--- src/common/orc_pkg.sv ---
// package: register map, selector codes and divider constants for output rate select
`default_nettype none
package orc_pkg;
    // register offsets and reset values
    localparam logic [7:0] ORC_PAIR_A_OFFS = 8'h60;
    localparam logic [7:0] ORC_PAIR_B_OFFS = 8'h61;
    localparam logic [7:0] ORC_PAIR_A_RST = 8'h85;
    localparam logic [7:0] ORC_PAIR_B_RST = 8'h86;
    // field positions inside a pair register
    localparam int ORC_HI_LSB = 4;
    localparam int ORC_LO_LSB = 0;

    // core clock and fixed output rates
    localparam longint ORC_CORE_CLK_HZ = 250000000;
    localparam longint ORC_RATE_2K_HZ = 2000;
    localparam longint ORC_RATE_8K_HZ = 8000;
    localparam int ORC_HALF_2K_CYC = int'(ORC_CORE_CLK_HZ / (2 * ORC_RATE_2K_HZ));
    localparam int ORC_HALF_8K_CYC = int'(ORC_CORE_CLK_HZ / (2 * ORC_RATE_8K_HZ));

    // secondary pll rate field value for 62.5MHz
    localparam logic [3:0] ORC_SEC_RATE_62M5 = 4'h9;

    // selector codes
    localparam logic [3:0] ORC_SEL_OFF = 4'h0;
    localparam logic [3:0] ORC_SEL_2K = 4'h1;
    localparam logic [3:0] ORC_SEL_8K = 4'h2;
    localparam logic [3:0] ORC_SEL_PROG_TWO = 4'h3;
    localparam logic [3:0] ORC_SEL_PROG_ONE = 4'h4;
    localparam logic [3:0] ORC_SEL_MAIN_48 = 4'h5;
    localparam logic [3:0] ORC_SEL_MAIN_16 = 4'h6;
    localparam logic [3:0] ORC_SEL_MAIN_12 = 4'h7;
    localparam logic [3:0] ORC_SEL_MAIN_8 = 4'h8;
    localparam logic [3:0] ORC_SEL_MAIN_6 = 4'h9;
    localparam logic [3:0] ORC_SEL_MAIN_4 = 4'hA;
    localparam logic [3:0] ORC_SEL_SEC_64 = 4'hB;
    localparam logic [3:0] ORC_SEL_SEC_48 = 4'hC;
    localparam logic [3:0] ORC_SEL_SEC_16 = 4'hD;
    localparam logic [3:0] ORC_SEL_SEC_8 = 4'hE;
    localparam logic [3:0] ORC_SEL_SEC_4 = 4'hF;

    // half-period counts, in pll rising edges, for each divisor
    localparam logic [5:0] ORC_HALF_DIV48 = 6'd24;
    localparam logic [5:0] ORC_HALF_DIV16 = 6'd8;
    localparam logic [5:0] ORC_HALF_DIV12 = 6'd6;
    localparam logic [5:0] ORC_HALF_DIV8 = 6'd4;
    localparam logic [5:0] ORC_HALF_DIV6 = 6'd3;
    localparam logic [5:0] ORC_HALF_DIV4 = 6'd2;
    localparam logic [5:0] ORC_HALF_DIV64 = 6'd32;
    localparam logic [5:0] ORC_HALF_DIV10 = 6'd5;

    // output source kinds
    typedef enum logic [2:0] {
        ORC_SRC_OFF,
        ORC_SRC_2K,
        ORC_SRC_8K,
        ORC_SRC_PROG_TWO,
        ORC_SRC_PROG_ONE,
        ORC_SRC_MAIN,
        ORC_SRC_SEC
    } orc_src_t;

    // one configuration register: two selectors
    typedef struct packed {
        logic [3:0] hi;
        logic [3:0] lo;
    } orc_pair_t;

    // decoded selector: source and half-period in pll edges
    typedef struct packed {
        orc_src_t src;
        logic [5:0] half;
    } orc_route_t;
endpackage : orc_pkg
`default_nettype wire

--- src/hw/orc_output_clock_rate_select.sv ---
// output clock rate selection for the first four general output clocks
// Notes on behaviour
// - second output rate from bits 7:4 at 60h
// - first output rate from bits 3:0 at 60h
// - 61h: fourth output bits 7:4, third 3:0
// - code 0000 holds output low
// - 0001 gives 2kHz, 0010 gives 8kHz
// - 0011 second programmable rate, 0100 first
// - 0101..1010 main pll by 48,16,12,8,6,4
// - 1011,1101..1111 secondary pll by 64,16,8,4
// - 1100 normally secondary pll by 48
// - 1100 divides by 10 when 62.5MHz, lock 0
// - rates and pll setup come from elsewhere
`default_nettype none
module orc_output_clock_rate_select
    import orc_pkg::*;
#(
    parameter int half_2k_cyc = ORC_HALF_2K_CYC,
    parameter int half_8k_cyc = ORC_HALF_8K_CYC
) (
    input wire logic core_clk,
    input wire logic reset,
    input wire logic [7:0] cpu_addr,
    input wire logic [7:0] cpu_wdata,
    input wire logic cpu_wr,
    input wire logic cpu_rd,
    output logic [7:0] cpu_rdata,
    input wire logic main_analog_pll,
    input wire logic secondary_analog_pll,
    input wire logic programmable_rate_one,
    input wire logic programmable_rate_two,
    input wire logic [3:0] secondary_pll_rate_field,
    input wire logic secondary_apll_lock_source,
    output logic clock_output_one,
    output logic clock_output_two,
    output logic clock_output_three,
    output logic clock_output_four
);

    // selector decode, shared by all four outputs
    function automatic orc_route_t orc_decode(input logic [3:0] sel, input logic sec_25m);
        orc_route_t r;
        r.src = ORC_SRC_OFF;
        r.half = ORC_HALF_DIV4;
        case (sel)
            ORC_SEL_OFF: r.src = ORC_SRC_OFF;
            ORC_SEL_2K: r.src = ORC_SRC_2K;
            ORC_SEL_8K: r.src = ORC_SRC_8K;
            ORC_SEL_PROG_TWO: r.src = ORC_SRC_PROG_TWO;
            ORC_SEL_PROG_ONE: r.src = ORC_SRC_PROG_ONE;
            ORC_SEL_MAIN_48: begin
                r.src = ORC_SRC_MAIN;
                r.half = ORC_HALF_DIV48;
            end
            ORC_SEL_MAIN_16: begin
                r.src = ORC_SRC_MAIN;
                r.half = ORC_HALF_DIV16;
            end
            ORC_SEL_MAIN_12: begin
                r.src = ORC_SRC_MAIN;
                r.half = ORC_HALF_DIV12;
            end
            ORC_SEL_MAIN_8: begin
                r.src = ORC_SRC_MAIN;
                r.half = ORC_HALF_DIV8;
            end
            ORC_SEL_MAIN_6: begin
                r.src = ORC_SRC_MAIN;
                r.half = ORC_HALF_DIV6;
            end
            ORC_SEL_MAIN_4: begin
                r.src = ORC_SRC_MAIN;
                r.half = ORC_HALF_DIV4;
            end
            ORC_SEL_SEC_64: begin
                r.src = ORC_SRC_SEC;
                r.half = ORC_HALF_DIV64;
            end
            ORC_SEL_SEC_48: begin
                r.src = ORC_SRC_SEC;
                r.half = sec_25m ? ORC_HALF_DIV10 : ORC_HALF_DIV48;
            end
            ORC_SEL_SEC_16: begin
                r.src = ORC_SRC_SEC;
                r.half = ORC_HALF_DIV16;
            end
            ORC_SEL_SEC_8: begin
                r.src = ORC_SRC_SEC;
                r.half = ORC_HALF_DIV8;
            end
            ORC_SEL_SEC_4: begin
                r.src = ORC_SRC_SEC;
                r.half = ORC_HALF_DIV4;
            end
            default: r.src = ORC_SRC_OFF;
        endcase
        return r;
    endfunction

    // register file
    orc_pair_t pair_a_q;
    orc_pair_t pair_b_q;
    logic [7:0] rdata_q;
    wire logic wr_a = cpu_wr && (cpu_addr == ORC_PAIR_A_OFFS);
    wire logic wr_b = cpu_wr && (cpu_addr == ORC_PAIR_B_OFFS);
    wire logic [7:0] rd_mux = (cpu_addr == ORC_PAIR_A_OFFS) ? pair_a_q :
                              (cpu_addr == ORC_PAIR_B_OFFS) ? pair_b_q : 8'h00;

    always_ff @(posedge core_clk) begin
        if (reset) begin
            pair_a_q <= ORC_PAIR_A_RST;
            pair_b_q <= ORC_PAIR_B_RST;
            rdata_q <= 8'h00;
        end else begin
            if (wr_a) pair_a_q <= cpu_wdata;
            if (wr_b) pair_b_q <= cpu_wdata;
            if (cpu_rd) rdata_q <= rd_mux;
        end
    end
    assign cpu_rdata = rdata_q;

    // pin synchronisers: {prog two, prog one, secondary pll, main pll}
    logic [3:0] sync1_q;
    logic [3:0] sync2_q;
    logic [1:0] pll_last_q;
    always_ff @(posedge core_clk) begin
        if (reset) begin
            sync1_q <= 4'h0;
            sync2_q <= 4'h0;
            pll_last_q <= 2'h0;
        end else begin
            sync1_q <= {programmable_rate_two, programmable_rate_one,
                        secondary_analog_pll, main_analog_pll};
            sync2_q <= sync1_q;
            pll_last_q <= sync2_q[1:0];
        end
    end
    wire logic main_rise = sync2_q[0] && !pll_last_q[0];
    wire logic sec_rise = sync2_q[1] && !pll_last_q[1];

    // secondary pll at 62.5MHz locked to its digital pll
    wire logic sec_25m = (secondary_pll_rate_field == ORC_SEC_RATE_62M5)
                         && !secondary_apll_lock_source;

    // fixed 2kHz and 8kHz rates from the core clock
    logic [16:0] cnt_2k_q;
    logic [16:0] cnt_8k_q;
    logic tog_2k_q;
    logic tog_8k_q;
    wire logic end_2k = (cnt_2k_q == 17'(half_2k_cyc - 1));
    wire logic end_8k = (cnt_8k_q == 17'(half_8k_cyc - 1));
    always_ff @(posedge core_clk) begin
        if (reset) begin
            cnt_2k_q <= 17'h0;
            cnt_8k_q <= 17'h0;
            tog_2k_q <= 1'b0;
            tog_8k_q <= 1'b0;
        end else begin
            cnt_2k_q <= end_2k ? 17'h0 : cnt_2k_q + 17'h1;
            cnt_8k_q <= end_8k ? 17'h0 : cnt_8k_q + 17'h1;
            if (end_2k) tog_2k_q <= !tog_2k_q;
            if (end_8k) tog_8k_q <= !tog_8k_q;
        end
    end

    // per-output dividers and source selection
    wire logic [15:0] sels = {pair_b_q, pair_a_q};
    wire logic [3:0] out_w;

    genvar gi;
    generate
        for (gi = 0; gi < 4; gi++) begin : g_out
            wire logic [3:0] sel = sels[gi*4 +: 4];
            wire orc_route_t route = orc_decode(sel, sec_25m);
            logic [3:0] sel_last_q;
            logic [5:0] div_half_q;
            logic [5:0] div_cnt_q;
            logic div_tog_q;
            logic out_d;
            logic out_q;
            wire logic changed = (sel != sel_last_q) || (route.half != div_half_q);
            wire logic pll_src = (route.src == ORC_SRC_MAIN) || (route.src == ORC_SRC_SEC);
            wire logic pll_rise = (route.src == ORC_SRC_MAIN) ? main_rise : sec_rise;
            wire logic div_end = (div_cnt_q == route.half - 6'd1);
            // old divider phase must not leak out in the cycle of a change
            wire logic div_out = div_tog_q && !changed;

            always_ff @(posedge core_clk) begin
                if (reset) begin
                    sel_last_q <= 4'h0;
                    div_half_q <= 6'h0;
                    div_cnt_q <= 6'h0;
                    div_tog_q <= 1'b0;
                end else begin
                    sel_last_q <= sel;
                    div_half_q <= route.half;
                    if (changed) begin
                        div_cnt_q <= 6'h0;
                        div_tog_q <= 1'b0;
                    end else if (pll_rise && pll_src) begin
                        div_cnt_q <= div_end ? 6'h0 : div_cnt_q + 6'h1;
                        if (div_end) div_tog_q <= !div_tog_q;
                    end
                end
            end

            always_comb begin
                case (route.src)
                    ORC_SRC_OFF: out_d = 1'b0;
                    ORC_SRC_2K: out_d = tog_2k_q;
                    ORC_SRC_8K: out_d = tog_8k_q;
                    ORC_SRC_PROG_TWO: out_d = sync2_q[3];
                    ORC_SRC_PROG_ONE: out_d = sync2_q[2];
                    ORC_SRC_MAIN: out_d = div_out;
                    ORC_SRC_SEC: out_d = div_out;
                    default: out_d = 1'b0;
                endcase
            end

            always_ff @(posedge core_clk) begin
                if (reset) out_q <= 1'b0;
                else out_q <= out_d;
            end
            assign out_w[gi] = out_q;
        end
    endgenerate

    assign clock_output_one = out_w[0];
    assign clock_output_two = out_w[1];
    assign clock_output_three = out_w[2];
    assign clock_output_four = out_w[3];

endmodule // orc_output_clock_rate_select
`default_nettype wire

--- config.mk ---
export PLATFORM = sky130hd
export DESIGN_NAME = orc_output_clock_rate_select
export DESIGN_NICKNAME = d
export VERILOG_FILES = /design/src/common/orc_pkg.sv /design/src/hw/orc_output_clock_rate_select.sv
export SDC_FILE = /design/constraint.sdc
export NUM_CORES = 1
export LEC_CHECK = 0
export BUFFER_PORTS_ARGS = -buffer_cell sky130_fd_sc_hd__buf_2
export CAP_MARGIN = 25
export CORE_ASPECT_RATIO = 0.8
export CORE_MARGIN = 2
export CORE_UTILIZATION = 45
export DETAILED_ROUTE_END_ITERATION = 10
export GPL_TIMING_DRIVEN = 1
export SYNTH_ARGS = -nofsm -noshare
export SYNTH_HDL_FRONTEND = slang
export SYNTH_SLANG_ARGS = --single-unit
--- constraint.sdc ---
create_clock -name core_clk -period 4.4 [get_ports core_clk]
set_input_delay 0.66 -clock core_clk [delete_from_list [all_inputs] [get_ports core_clk]]
set_output_delay 0.66 -clock core_clk [all_outputs]
set_load 0.05 [all_outputs]
# Word level (Yosys, flattened, before mapping)
# Index checks and enable logic that the tools add are counted.
[word_totals]
regBits = 142
latch_bits = 0
rom_bits = 0
mem_bits_rw = 0
n_memories = 0
[op_classes]
magnitude_cmp = 0
eq_ne = 101
multipliers = 0
reduce_logical = 68
n_div = 0
mux = 23
bitwise_logic = 0
shift = 0
add_sub_neg = 10
[op_table]
columns = ["operator", "n"]
rows = [
  ["6-bit one-hot mux with 7 select lines", 4],
  ["4-bit == test (second input constant)", 33],
  ["3-bit one-hot mux with 7 select lines", 4],
  ["4-bit by 3-bit == test with 1-bit output (second input constant)", 16],
  ["3-bit == test (second input constant)", 12],
  ["2-bit OR reduction", 18],
  ["17-bit by 1-bit adder with 17-bit output (second input constant)", 2],
  ["4-bit by 2-bit == test with 1-bit output (second input constant)", 8],
  ["6-bit by 1-bit adder with 6-bit output (second input constant)", 4],
  ["3-bit by 2-bit == test with 1-bit output (second input constant)", 8],
  ["6-bit == test", 4],
  ["6-bit 2-to-1 mux", 4],
  ["6-bit != test", 4],
  ["6-bit OR reduction", 4],
  ["6-bit by 1-bit subtractor with 6-bit output (second input constant)", 4],
  ["1-bit one-hot mux with 5 select lines", 4],
  ["5-bit OR reduction", 4],
  ["17-bit by 14-bit == test with 1-bit output (second input constant)", 1],
  ["17-bit by 16-bit == test with 1-bit output (second input constant)", 1],
  ["4-bit by 1-bit == test with 1-bit output (second input constant)", 4],
  ["8-bit by 7-bit == test with 1-bit output (second input constant)", 2],
  ["4-bit logical NOT", 4],
  ["8-bit 2-to-1 mux", 2],
  ["4-bit != test", 4],
  ["7 further kinds", 47],
]

# Logic depth before layout (Yosys ltp)
# Gate-level depths: netlist (run 1).
[depth]
depth_word = 9
ltp_mapped = 12
mapped_depth_nobuf = 11

# Worst setup path before layout (run 1)
# No wires, ideal clock.
[synth_timing]
kind = "input-to-reg"
start = "in secondary_pll_rate_field[1]"
end = "reg g_out[0].div_tog_q"
slack_ps = 1282
t_required_ps = 4327
path_buffers = 0
stages = 10
setup_time_ps = 73
arrival_time_ps = 3045
cell_sequence = "nor3b_4 -> a31oi_1 -> or2_2 -> ha_1 -> a21oi_1 -> o31ai_1 -> o32a_1 -> a211o_1 -> or4_1 -> a21oi_1"
[synth_between]
elab_chain_cells = 7
word_cells_on_any_way = 10
cone_classes = "add/sub: 1; eq/ne: 3; mux: 2; reduce/logical: 4"
[synth_rtl]
columns = ["item", "line_no", "text"]
rows = [
  ["from (decl)", "orc_output_clock_rate_select.sv:32", "input wire logic [3:0] secondary_pll_rate_field,"],
  ["4-bit == test (*)", "orc_output_clock_rate_select.sv:142", "wire logic sec_25m = (secondary_pll_rate_field == ORC_SEC_RATE_62M5)"],
  ["1-bit logical AND (*)", "orc_output_clock_rate_select.sv:143", "&& !secondary_apll_lock_source;"],
  ["5-bit 2-to-1 mux (*)", "orc_output_clock_rate_select.sv:81", "r.half = sec_25m ? ORC_HALF_DIV10 : ORC_HALF_DIV48;"],
  ["6-bit one-hot mux with 7 select lines (*)", "orc_output_clock_rate_select.sv:45", "case (sel)"],
  ["6-bit by 1-bit subtractor with 6-bit output or 6-bit != test (tied branches)", "orc_output_clock_rate_select.sv:184, orc_output_clock_rate_select.sv:181", ""],
  ["6-bit == test or 1-bit logical OR (tied branches)", "orc_output_clock_rate_select.sv:184, orc_output_clock_rate_select.sv:181", ""],
  ["2-bit AND reduction (no source line) or 2-bit OR reduction (tied branches)", "-", ""],
  ["to (signal assigned)", "orc_output_clock_rate_select.sv:202", "if (div_end) div_tog_q <= !div_tog_q;"],
  ["to (decl)", "orc_output_clock_rate_select.sv:178", "logic div_tog_q;"],
]
# Every way passes the cells marked *; elsewhere a longest branch is shown, timed or not.
# A chain may end at the register's enable or synchronous reset.

# Final worst setup path (run 1)
[layout_timing]
start = "reg pair_a_q (netlist bit g_out[0].sel[0])"
end = "reg g_out[0].div_cnt_q[4]"
[layout_between]
elab_chain_cells = 6
word_cells_on_any_way = 34
cone_classes = "add/sub: 1; eq/ne: 20; mux: 4; reduce/logical: 9"
[layout_rtl]
columns = ["item", "line_no", "text"]
rows = [
  ["from (decl)", "orc_output_clock_rate_select.sv:101", "orc_pair_t pair_a_q;"],
  ["from (signal assigned)", "orc_output_clock_rate_select.sv:115", "if (wr_a) pair_a_q <= cpu_wdata;"],
  ["4-bit == test or 4-bit by 3-bit == test with 1-bit output (tied branches)", "orc_output_clock_rate_select.sv:45", ""],
  ["2-bit OR reduction (no source line), or another cell as far along", "-", ""],
  ["6-bit one-hot mux with 7 select lines or 3-bit one-hot mux with 7 select lines (tied branches)", "orc_output_clock_rate_select.sv:45", ""],
  ["6-bit by 1-bit subtractor with 6-bit output, or another cell as far along", "orc_output_clock_rate_select.sv:184", "wire logic div_end = (div_cnt_q == route.half - 6'd1);"],
  ["6-bit == test, or another cell as far along", "orc_output_clock_rate_select.sv:184", ""],
  ["6-bit 2-to-1 mux, or another cell as far along", "orc_output_clock_rate_select.sv:201", "div_cnt_q <= div_end ? 6'h0 : div_cnt_q + 6'h1;"],
  ["to (signal assigned)", "orc_output_clock_rate_select.sv:201", ""],
  ["to (decl)", "orc_output_clock_rate_select.sv:177", "logic [5:0] div_cnt_q;"],
]
# Several ways; a longest one is shown, not always the timed one.

==> results of run 1 <==
[metal layers]
metal | wire length (um) | global-route usage, % | up-vias | share of wire, %
met1 | 9910 | 31.7 | 3120 | 51
met5 | 0 | 0 | - | 0
met3 | 1070 | 4.70 | 26 | 5.5
met4 | 308 | 6.77 | 0 | 1.6
met2 | 8230 | 31.8 | 187 | 42
li1 | - | - | 3373 | -
[metrics by stage]
stage                     total power [mW]  setup slack (ns)
after floorplan                       1.44              1.28
after global placement                1.48              1.02
after detailed placement              1.48             0.942
after CTS                             2.98              1.11
after global routing                  3.05             0.791
final                                 2.95              1.11
[placed cells by master, fill, tap and decap left out, types with 7 or more instances in the layout]
cell,count
sky130_fd_sc_hd__o21a_1,7
sky130_fd_sc_hd__xnor2_1,45
sky130_fd_sc_hd__a31oi_1,9
sky130_fd_sc_hd__clkbuf_16,17
sky130_fd_sc_hd__xor2_1,45
sky130_fd_sc_hd__mux2i_1,10
sky130_fd_sc_hd__ha_1,11
sky130_fd_sc_hd__buf_4,20
sky130_fd_sc_hd__a211oi_1,19
sky130_fd_sc_hd__a21o_1,7
sky130_fd_sc_hd__and3_1,16
sky130_fd_sc_hd__nor3_1,23
sky130_fd_sc_hd__nand2b_1,23
sky130_fd_sc_hd__a21oi_1,44
sky130_fd_sc_hd__nand2_1,54
sky130_fd_sc_hd__buf_2,40
sky130_fd_sc_hd__a22oi_1,10
sky130_fd_sc_hd__nor2_1,101
sky130_fd_sc_hd__nand3_1,32
sky130_fd_sc_hd__inv_1,18
sky130_fd_sc_hd__nor3b_1,8
sky130_fd_sc_hd__or3_1,10
sky130_fd_sc_hd__dfxtp_1,142
sky130_fd_sc_hd__nor2b_1,35
sky130_fd_sc_hd__o21ai_0,33
sky130_fd_sc_hd__nand4_1,14
sky130_fd_sc_hd__a211o_1,9
[kinds of logic after synthesis]
logic type                 count (synthesis)  share of synthesized area [%]
AOI/OAI and AO/OA                        205                           18.6
xor gates and xnor gates                  90                           9.85
adders and majority gates                 11                           1.72
buffers and inverters                     81                           5.18
DFF                                      142                           35.5
muxes                                     15                           1.99
and+or+nand+nor                          382                           27.2
[final cells by class]
class                   instances  share of cell area [%]
inverters                      19                   0.801
well taps                     225                    3.16
flip-flops and latches        142                    31.9
repair buffers                 60                    3.94
clock inverters                14                    1.95
multi-input cells             703                    53.3
clock buffers                  18                    4.93
[how the worst max path moves through the flow]
stage,start,endpoint,slack (ns),cells past startpoint
5_1_grt,g_out[3].sel[2]$_SDFFE_PP0P_,g_out[3].div_tog_q$_SDFFE_PP0P_,0.79,9
4_1_cts,g_out[0].sel[0]$_SDFFE_PP1P_,g_out[0].div_cnt_q[5]$_SDFFE_PP0P_,1.11,11
6_report,g_out[0].sel[0]$_SDFFE_PP1P_,g_out[0].div_cnt_q[4]$_SDFFE_PP0P_,1.11,11
3_3_place_gp,secondary_pll_rate_field[1],g_out[0].div_cnt_q[3]$_SDFFE_PP0P_,1.02,11
2_1_floorplan,secondary_pll_rate_field[1],g_out[0].div_tog_q$_SDFFE_PP0P_,1.28,10
3_5_place_dp,secondary_pll_rate_field[1],g_out[0].div_cnt_q[4]$_SDFFE_PP0P_,0.94,11
[flip-flops by register name (all words and copies together), names as in the netlist, 8 cells and up]
register / count
g_out.div_cnt_q: 24
g_out.sel_last_q: 16
cnt_2k_q: 17
cpu_rdata: 8
g_out.div_half_q: 24
g_out.sel: 16
cnt_8k_q: 17
[worst reg2reg max path: stages, from the launching register on]
cell and delay [ns]:
sky130_fd_sc_hd__dfxtp_1 0.42, sky130_fd_sc_hd__buf_4 0.26, sky130_fd_sc_hd__nor2b_1 0.16, sky130_fd_sc_hd__a31oi_1 0.17
sky130_fd_sc_hd__or2_2 0.36, sky130_fd_sc_hd__ha_1 0.27, sky130_fd_sc_hd__a21oi_1 0.19, sky130_fd_sc_hd__o31ai_1 0.10
sky130_fd_sc_hd__o32a_1 0.37, sky130_fd_sc_hd__a211o_1 0.27, sky130_fd_sc_hd__nor3_1 0.48, sky130_fd_sc_hd__nor3_1 0.11
[power breakdown]
group	leakage, nW	internal [mW]	switching (mW)
Sequential	1.15	1.30	0.0145
Clock	0.297	0.871	0.630
Combinational	1.86	0.0466	0.0856
==> impl_metrics.env, run 1 <==
export IMPL_status="finished clean"
export IMPL_hpwlAfterDp_mm=13.7
export IMPL_fin_area_um2=8900
export IMPL_route_antenna_remaining_nets=0
export IMPL_min_delay_worst_endpoint="sync2_q[0]$_SDFF_PP0_"
export IMPL_drtPass1Iterations=5
export IMPL_worstHoldStart="sync1_q[0]$_SDFF_PP0_"
export IMPL_clock_latency_ns=0.43
export IMPL_synthCells=926
export IMPL_dpl_instance_area_um2=8290
export IMPL_start_kind="register"
export IMPL_cts_hold_buffers_added=0
export IMPL_reg2reg_setup_slack_ns=1.11
export IMPL_syn_mean_instance_area_um2=8.64
export IMPL_edff_count_synth=0
export IMPL_worst_pin_slew_ns=0.825
export IMPL_dp_cells=1149
export IMPL_synth_area_um2=8000
export IMPL_timing_worst_setup_path_type="reg2reg"
export IMPL_required_time_worst_endpoint_ns=4.69
export IMPL_async_reset_ff_share_pct=0
export IMPL_post_cts_resized_instances=0
export IMPL_global_route_overflow_total=0
export IMPL_powerDensity_nw_per_um2=332
export IMPL_critical_path_top_delay_family="simple AND/OR/NAND/NOR gates"
export IMPL_cts_root_to_sink_buffers=2
export IMPL_critical_path_max_stage_delay_ns=0.48
export IMPL_yosys_cell_count_top_type="sky130_fd_sc_hd__dfxtp_1"
export IMPL_synth_largest_area_cell="sky130_fd_sc_hd__dfxtp_1"
export IMPL_floorplan_initialDensity_pct=46.0
export IMPL_htree_levels=4
export IMPL_crit_path_top_delay_cell="sky130_fd_sc_hd__nor3_1"
export IMPL_hold_viol_final=0
export IMPL_layout_worst_path_cycle_share_pct=74.8
export IMPL_setup_repair_after_global_routing_missed_its_margin="no"
export IMPL_initial_antenna_violation_count=0
export IMPL_slew_margin_rel_pct=44.9
export IMPL_post_drt_via_cell_ratio=5.68
export IMPL_drt_first_iter_violations=525
export IMPL_synth_distinct_cells=96
export IMPL_placeableCoreArea_um2=17400
export IMPL_sequential_cell_area_um2=2840
export IMPL_post_route_cells_drive_above_1_share_pct=13.4
export IMPL_worst_reg2reg_path_startpoint="g_out[0].sel[0]$_SDFFE_PP1P_"
export IMPL_cell_repeated_most_along_the_worst_path="sky130_fd_sc_hd__nor3_1"
export IMPL_tritoncts="built"
export IMPL_io_pins=41
export IMPL_min_path_cells=1
export IMPL_flow_area_growth_from_synthesis_pct=11.3
export IMPL_cp_end_kind="register"
export IMPL_final_setup_tns_ns=0
export IMPL_via_count=6706
export IMPL_yosysSeqAreaShare_pct=35.5
export IMPL_drt_wirelength_per_cell_um=16.5
export IMPL_ys_dominant_reg_cell="sky130_fd_sc_hd__dfxtp_1"
export IMPL_worst_r2r_endpoint="g_out[0].div_cnt_q[4]$_SDFFE_PP0P_"
export IMPL_crit_path_cell_trace="buf_4 -> nor2b_1 -> a31oi_1 -> or2_2 -> ha_1 -> a21oi_1 -> o31ai_1 -> o32a_1 -> a211o_1 -> nor3_1 -> nor3_1"
export IMPL_multi_input_area_um2=4740
export IMPL_antenna_cells_inserted=0
export IMPL_final_hold_worst_slack_ns=0.437
export IMPL_hold_path_class="reg2reg"
export IMPL_row_count=43
export IMPL_post_route_core_utilization_pct=51.2
export IMPL_synth_warnings=0
export IMPL_synth_commonest_cells="142 x sky130_fd_sc_hd__dfxtp_1, 101 x sky130_fd_sc_hd__nor2_1, 54 x sky130_fd_sc_hd__nand2_1"
export IMPL_setup_viol_count_final=0
export IMPL_clock_sinks=142
export IMPL_synth_seq_cells=142
export IMPL_cts_root_buffer="sky130_fd_sc_hd__clkbuf_16"
export IMPL_synthesis_nets=966
export IMPL_gp_routability_congestion=0.928
export IMPL_num_nets_final=983
export IMPL_post_synth_main_area_contributors="sky130_fd_sc_hd__dfxtp_1 36%, sky130_fd_sc_hd__xnor2_1 4.9%, sky130_fd_sc_hd__xor2_1 4.9%"
export IMPL_floorplan_die_width_um=153
export IMPL_fill_cells=1625
export IMPL_drc_errors=0
export IMPL_static_leakage_power_nw=3.31
export IMPL_critical_path_arrival_ns=3.58
export IMPL_critical_path_peak_fanout=18
export IMPL_post_layout_nonfiller_instances=1181
export IMPL_global_route_wire_length_before_repair_mm=32.7
export IMPL_synth_largest_type_area_fraction_pct=35.5
export IMPL_drv_slew=0
export IMPL_r2r_cells=11
export IMPL_numCtsBuffers=17
export IMPL_max_clock_freq_mhz=304
export IMPL_bufs_and_invs_on_worst_path=1
export IMPL_post_cts_repair_setup_buffers=0
export IMPL_final_setup_skew_ns=0.00951
export IMPL_detail_route_wirelength_mm=19.5
export IMPL_clk_pin_slew_worst_paths_ns=0.07
export IMPL_first_global_vias=6224
export IMPL_maximum_number_of_pins_on_one_net_before_global_route_repair=27
export IMPL_die_h_um=123
export IMPL_drv_max_cap_violation_count=0
export IMPL_grt_total_usage_pct=21.7
export IMPL_buffer_ports_inserted=40
export IMPL_post_route_min_period_ns=3.29
export IMPL_max_vdd_ir_drop_mv=0.229
export IMPL_die_area_um2=18900
No activity file was read; power rests on OpenSTA's default activity.
==> run 2: changes to the inputs <==
- ABC_AREA: unset -> 1
- clock period: 4.4 -> 2.75 ns (I/O delays scaled with it)
==> impl_metrics.env, run 2 <==
export IMPL_edff_count_synth=0
export IMPL_clock_sinks=142
export IMPL_syn_mean_instance_area_um2=7.11
export IMPL_global_route_overflow_total=0
export IMPL_drt_wirelength_per_cell_um=12.8
export IMPL_max_vdd_ir_drop_mv=0.419
export IMPL_synth_largest_type_area_fraction_pct=38.9
export IMPL_drt_first_iter_violations=435
export IMPL_reg2reg_setup_slack_ns=0.31
export IMPL_antenna_cells_inserted=0
export IMPL_worst_pin_slew_ns=0.528
export IMPL_detail_route_wirelength_mm=16.7
export IMPL_path_length_in_cells_of_the_critical_path=16
export IMPL_worst_r2r_endpoint="g_out[0].div_cnt_q[2]$_SDFFE_PP0P_"
export IMPL_static_leakage_power_nw=3.58
export IMPL_cts_hold_buffers_added=0
export IMPL_tritoncts="built"
export IMPL_via_count=6290
export IMPL_critical_path_top_delay_family="simple AND/OR/NAND/NOR gates"
export IMPL_status="finished clean"
export IMPL_synth_largest_area_cell="sky130_fd_sc_hd__dfxtp_1"
export IMPL_critical_path_arrival_ns=2.76
export IMPL_post_route_min_period_ns=2.44
export IMPL_placeableCoreArea_um2=15900
export IMPL_yosysSeqAreaShare_pct=38.9
export IMPL_sequentialPowerShare_pct=45.0
export IMPL_setup_viol_count_final=0
export IMPL_synth_area_um2=7320
export IMPL_final_setup_skew_ns=0.00908
export IMPL_post_cts_repair_setup_buffers=0
export IMPL_post_drt_via_cell_ratio=4.81
export IMPL_min_delay_worst_endpoint="sync1_q[3]$_SDFF_PP0_"
export IMPL_largestRegisters="g_out.div_cnt_q: 24 flops, g_out.div_half_q: 24 flops"
export IMPL_die_h_um=118
export IMPL_post_route_cells_drive_above_1_share_pct=15.6
export IMPL_drv_max_cap_violation_count=0
export IMPL_cp_end_kind="register"
export IMPL_timing_worst_setup_path_type="reg2reg"
export IMPL_cell_repeated_most_along_the_worst_path="sky130_fd_sc_hd__nand2_1"
export IMPL_powerDensity_nw_per_um2=557
export IMPL_worst_reg2reg_path_startpoint="g_out[0].sel[3]$_SDFFE_PP0P_"
export IMPL_hpwlAfterDp_mm=12.3
export IMPL_post_synth_main_area_contributors="sky130_fd_sc_hd__dfxtp_1 39%, sky130_fd_sc_hd__nand2_1 8.7%, sky130_fd_sc_hd__nor2_1 8.2%"
export IMPL_start_kind="register"
export IMPL_post_cts_resized_instances=0
export IMPL_min_path_cells=3
export IMPL_grt_total_usage_pct=20.5
export IMPL_drv_slew=0
export IMPL_global_route_wire_length_before_repair_mm=28.7
export IMPL_cts_root_to_sink_buffers=2
export IMPL_final_setup_tns_ns=0
export IMPL_power_share_combinational_pct=4.6
export IMPL_initial_antenna_violation_count=0
export IMPL_synth_seq_cells=142
export IMPL_crit_path_top_delay_cell="sky130_fd_sc_hd__dfxtp_1"
export IMPL_r2r_cells=16
export IMPL_required_time_worst_endpoint_ns=3.07
export IMPL_slew_margin_rel_pct=64.5
export IMPL_clock_latency_ns=0.43
export IMPL_synthCells=1029
export IMPL_layout_common_cells="170 x sky130_fd_sc_hd__nand2_1, 159 x sky130_fd_sc_hd__nor2_1, 138 x sky130_fd_sc_hd__inv_1, 137 x sky130_fd_sc_hd__dfxtp_1, 60 x sky130_fd_sc_hd__nand3_1"
export IMPL_clockPowerShare_pct=50.4
export IMPL_synth_warnings=0
export IMPL_multi_input_area_um2=3780
export IMPL_row_count=41
export IMPL_yosys_cell_count_top_type="sky130_fd_sc_hd__nand2_1"
export IMPL_final_hold_worst_slack_ns=0.186
export IMPL_ys_dominant_reg_cell="sky130_fd_sc_hd__dfxtp_1"
export IMPL_htree_levels=4
export IMPL_synthesis_nets=1069
export IMPL_numCtsBuffers=17
export IMPL_floorplan_initialDensity_pct=46.2
export IMPL_route_antenna_remaining_nets=0
export IMPL_sequential_cell_area_um2=2850
export IMPL_max_clock_freq_mhz=410
export IMPL_critical_path_max_stage_delay_ns=0.46
export IMPL_layout_worst_path_cycle_share_pct=88.7
export IMPL_hold_viol_final=0
export IMPL_io_pins=41
export IMPL_clk_pin_slew_worst_paths_ns=0.06
export IMPL_maximum_number_of_pins_on_one_net_before_global_route_repair=32
export IMPL_buffer_ports_inserted=40
export IMPL_floorplan_die_width_um=147
export IMPL_gp_routability_congestion=0.833
export IMPL_first_global_vias=5848
export IMPL_cts_root_buffer="sky130_fd_sc_hd__clkbuf_16"
export IMPL_fill_cells=1537
export IMPL_p_sw_share_pct=22.6
export IMPL_hold_path_class="in2reg"
export IMPL_num_nets_final=1120
export IMPL_setup_repair_after_global_routing_missed_its_margin="no"
export IMPL_async_reset_ff_share_pct=0
export IMPL_most_frequent_standard_cell_in_the_layout_excluding_fill_and_tap_cells="sky130_fd_sc_hd__nand2_1"
export IMPL_flow_area_growth_from_synthesis_pct=14.6
export IMPL_bufs_and_invs_on_worst_path=3
export IMPL_worstHoldStart="programmable_rate_two"
export IMPL_drc_errors=0
export IMPL_p_sw_mw=1.06
export IMPL_drtPass1Iterations=5
export IMPL_synth_commonest_cells="170 x sky130_fd_sc_hd__nand2_1, 160 x sky130_fd_sc_hd__nor2_1, 142 x sky130_fd_sc_hd__dfxtp_1"
export IMPL_die_area_um2=17300
export IMPL_synth_distinct_cells=43
export IMPL_intPower_mw=3.61
export IMPL_critical_path_peak_fanout=5
export IMPL_crit_path_cell_trace="nand2_1 -> inv_1 -> nand2_1 -> inv_2 -> nand2_2 -> nand2_1 -> inv_1 -> ha_1 -> xor2_1 -> nand2_1 -> nor2_1 -> nand3_1 -> nor2_1 -> nand2_1 -> nand2_2 -> nor2_1"
-- run 2: changes by cell type after synthesis, moves of 19 or more --
| cell | before | now |
|---|---|---|
| sky130_fd_sc_hd__nand2b_1 | 23 | 0 |
| sky130_fd_sc_hd__nand2_1 | 54 | 170 |
| sky130_fd_sc_hd__inv_1 | 18 | 138 |
| sky130_fd_sc_hd__nand3_1 | 32 | 60 |
| sky130_fd_sc_hd__inv_2 | 1 | 21 |
| sky130_fd_sc_hd__nor2_1 | 101 | 160 |
| sky130_fd_sc_hd__a211oi_1 | 19 | 0 |
| sky130_fd_sc_hd__nor2b_1 | 35 | 0 |
| sky130_fd_sc_hd__xnor2_1 | 45 | 22 |
| sky130_fd_sc_hd__nor2_2 | 0 | 24 |
-- run 2: final cells by class --
type	count	area share (%)
sequential	142	34.0
inverter	163	7.30
clock buffer	23	5.94
tap	215	3.21
multi-input combinational	707	45.1
clock inverter	8	1.24
timing repair buffer	49	3.19
-- run 2: power by group through the flow --
stage | Combinational [mW] | Sequential, mW | Clock, mW
floorplan | 0.125 | 2.17 | 0
global placement | 0.214 | 2.15 | 0
detailed placement | 0.215 | 2.15 | 0
CTS | 0.216 | 2.10 | 2.39
global route | 0.243 | 2.10 | 2.49
finish | 0.215 | 2.10 | 2.35
-- run 2: kinds of logic (layout without fill, tap and decap cells) --
logic type	after synthesis	count (layout)	share of synthesized area, %
buf+inv	180	243	9.53
fa+ha+maj	11	11	1.88
compound gates	133	133	11.0
xor+xnor	63	63	7.54
simple gates	500	500	31.2
flops	142	142	38.9
-- run 2: worst max-delay path by stage --
| stage | startpoint | to | slack (ns) |
|---|---|---|---|
| 3_3_place_gp | g_out[1].sel[3]$_SDFFE_PP1P_ | g_out[1].div_cnt_q[5]$_SDFFE_PP0P_ | 0.17 |
| 3_5_place_dp | g_out[1].sel[3]$_SDFFE_PP1P_ | g_out[1].div_cnt_q[0]$_SDFFE_PP0P_ | 0.13 |
| 4_1_cts | g_out[1].sel[1]$_SDFFE_PP0P_ | g_out[1].div_cnt_q[0]$_SDFFE_PP0P_ | 0.12 |
| 6_report | g_out[0].sel[3]$_SDFFE_PP0P_ | g_out[0].div_cnt_q[2]$_SDFFE_PP0P_ | 0.31 |
| 5_1_grt | g_out[0].sel[2]$_SDFFE_PP1P_ | g_out[0].div_cnt_q[5]$_SDFFE_PP0P_ | 0.01 |
| 2_1_floorplan | g_out[1].sel[1]$_SDFFE_PP0P_ | g_out[1].div_cnt_q[3]$_SDFFE_PP0P_ | 0.54 |
-- run 2: routing by layer --
metal,track usage [%],up-vias,wire length (um)
met3,4.07,16,736
met1,30.7,2765,9070
met2,28.9,140,6680
met5,0,-,0
li1,-,3369,-
met4,7.52,0,255
-- run 2: stage by stage --
step,instance area (um^2),utilization [%],power [mW],cells,worst slack [ns]
2_1_floorplan,7320,-,2.29,1029,0.539
3_3_place_gp,7770,49.0,2.36,1276,0.174
3_5_place_dp,7770,49.0,2.36,1276,0.133
4_1_cts,8370,52.8,4.71,1307,0.117
5_1_grt,8390,52.9,4.84,1307,0.0134
6_report,8390,52.9,4.67,1307,0.311
-- run 2: worst reg2reg max path, stage by stage (launching register included) --
cell and delay (ns):
sky130_fd_sc_hd__dfxtp_1 0.46, sky130_fd_sc_hd__nand2_1 0.13, sky130_fd_sc_hd__inv_1 0.09, sky130_fd_sc_hd__nand2_1 0.10, sky130_fd_sc_hd__inv_2 0.12, sky130_fd_sc_hd__nand2_2 0.11
sky130_fd_sc_hd__nand2_1 0.16, sky130_fd_sc_hd__inv_1 0.08, sky130_fd_sc_hd__ha_1 0.31, sky130_fd_sc_hd__xor2_1 0.13, sky130_fd_sc_hd__nand2_1 0.06, sky130_fd_sc_hd__nor2_1 0.08
sky130_fd_sc_hd__nand3_1 0.10, sky130_fd_sc_hd__nor2_1 0.16, sky130_fd_sc_hd__nand2_1 0.08, sky130_fd_sc_hd__nand2_2 0.12, sky130_fd_sc_hd__nor2_1 0.05
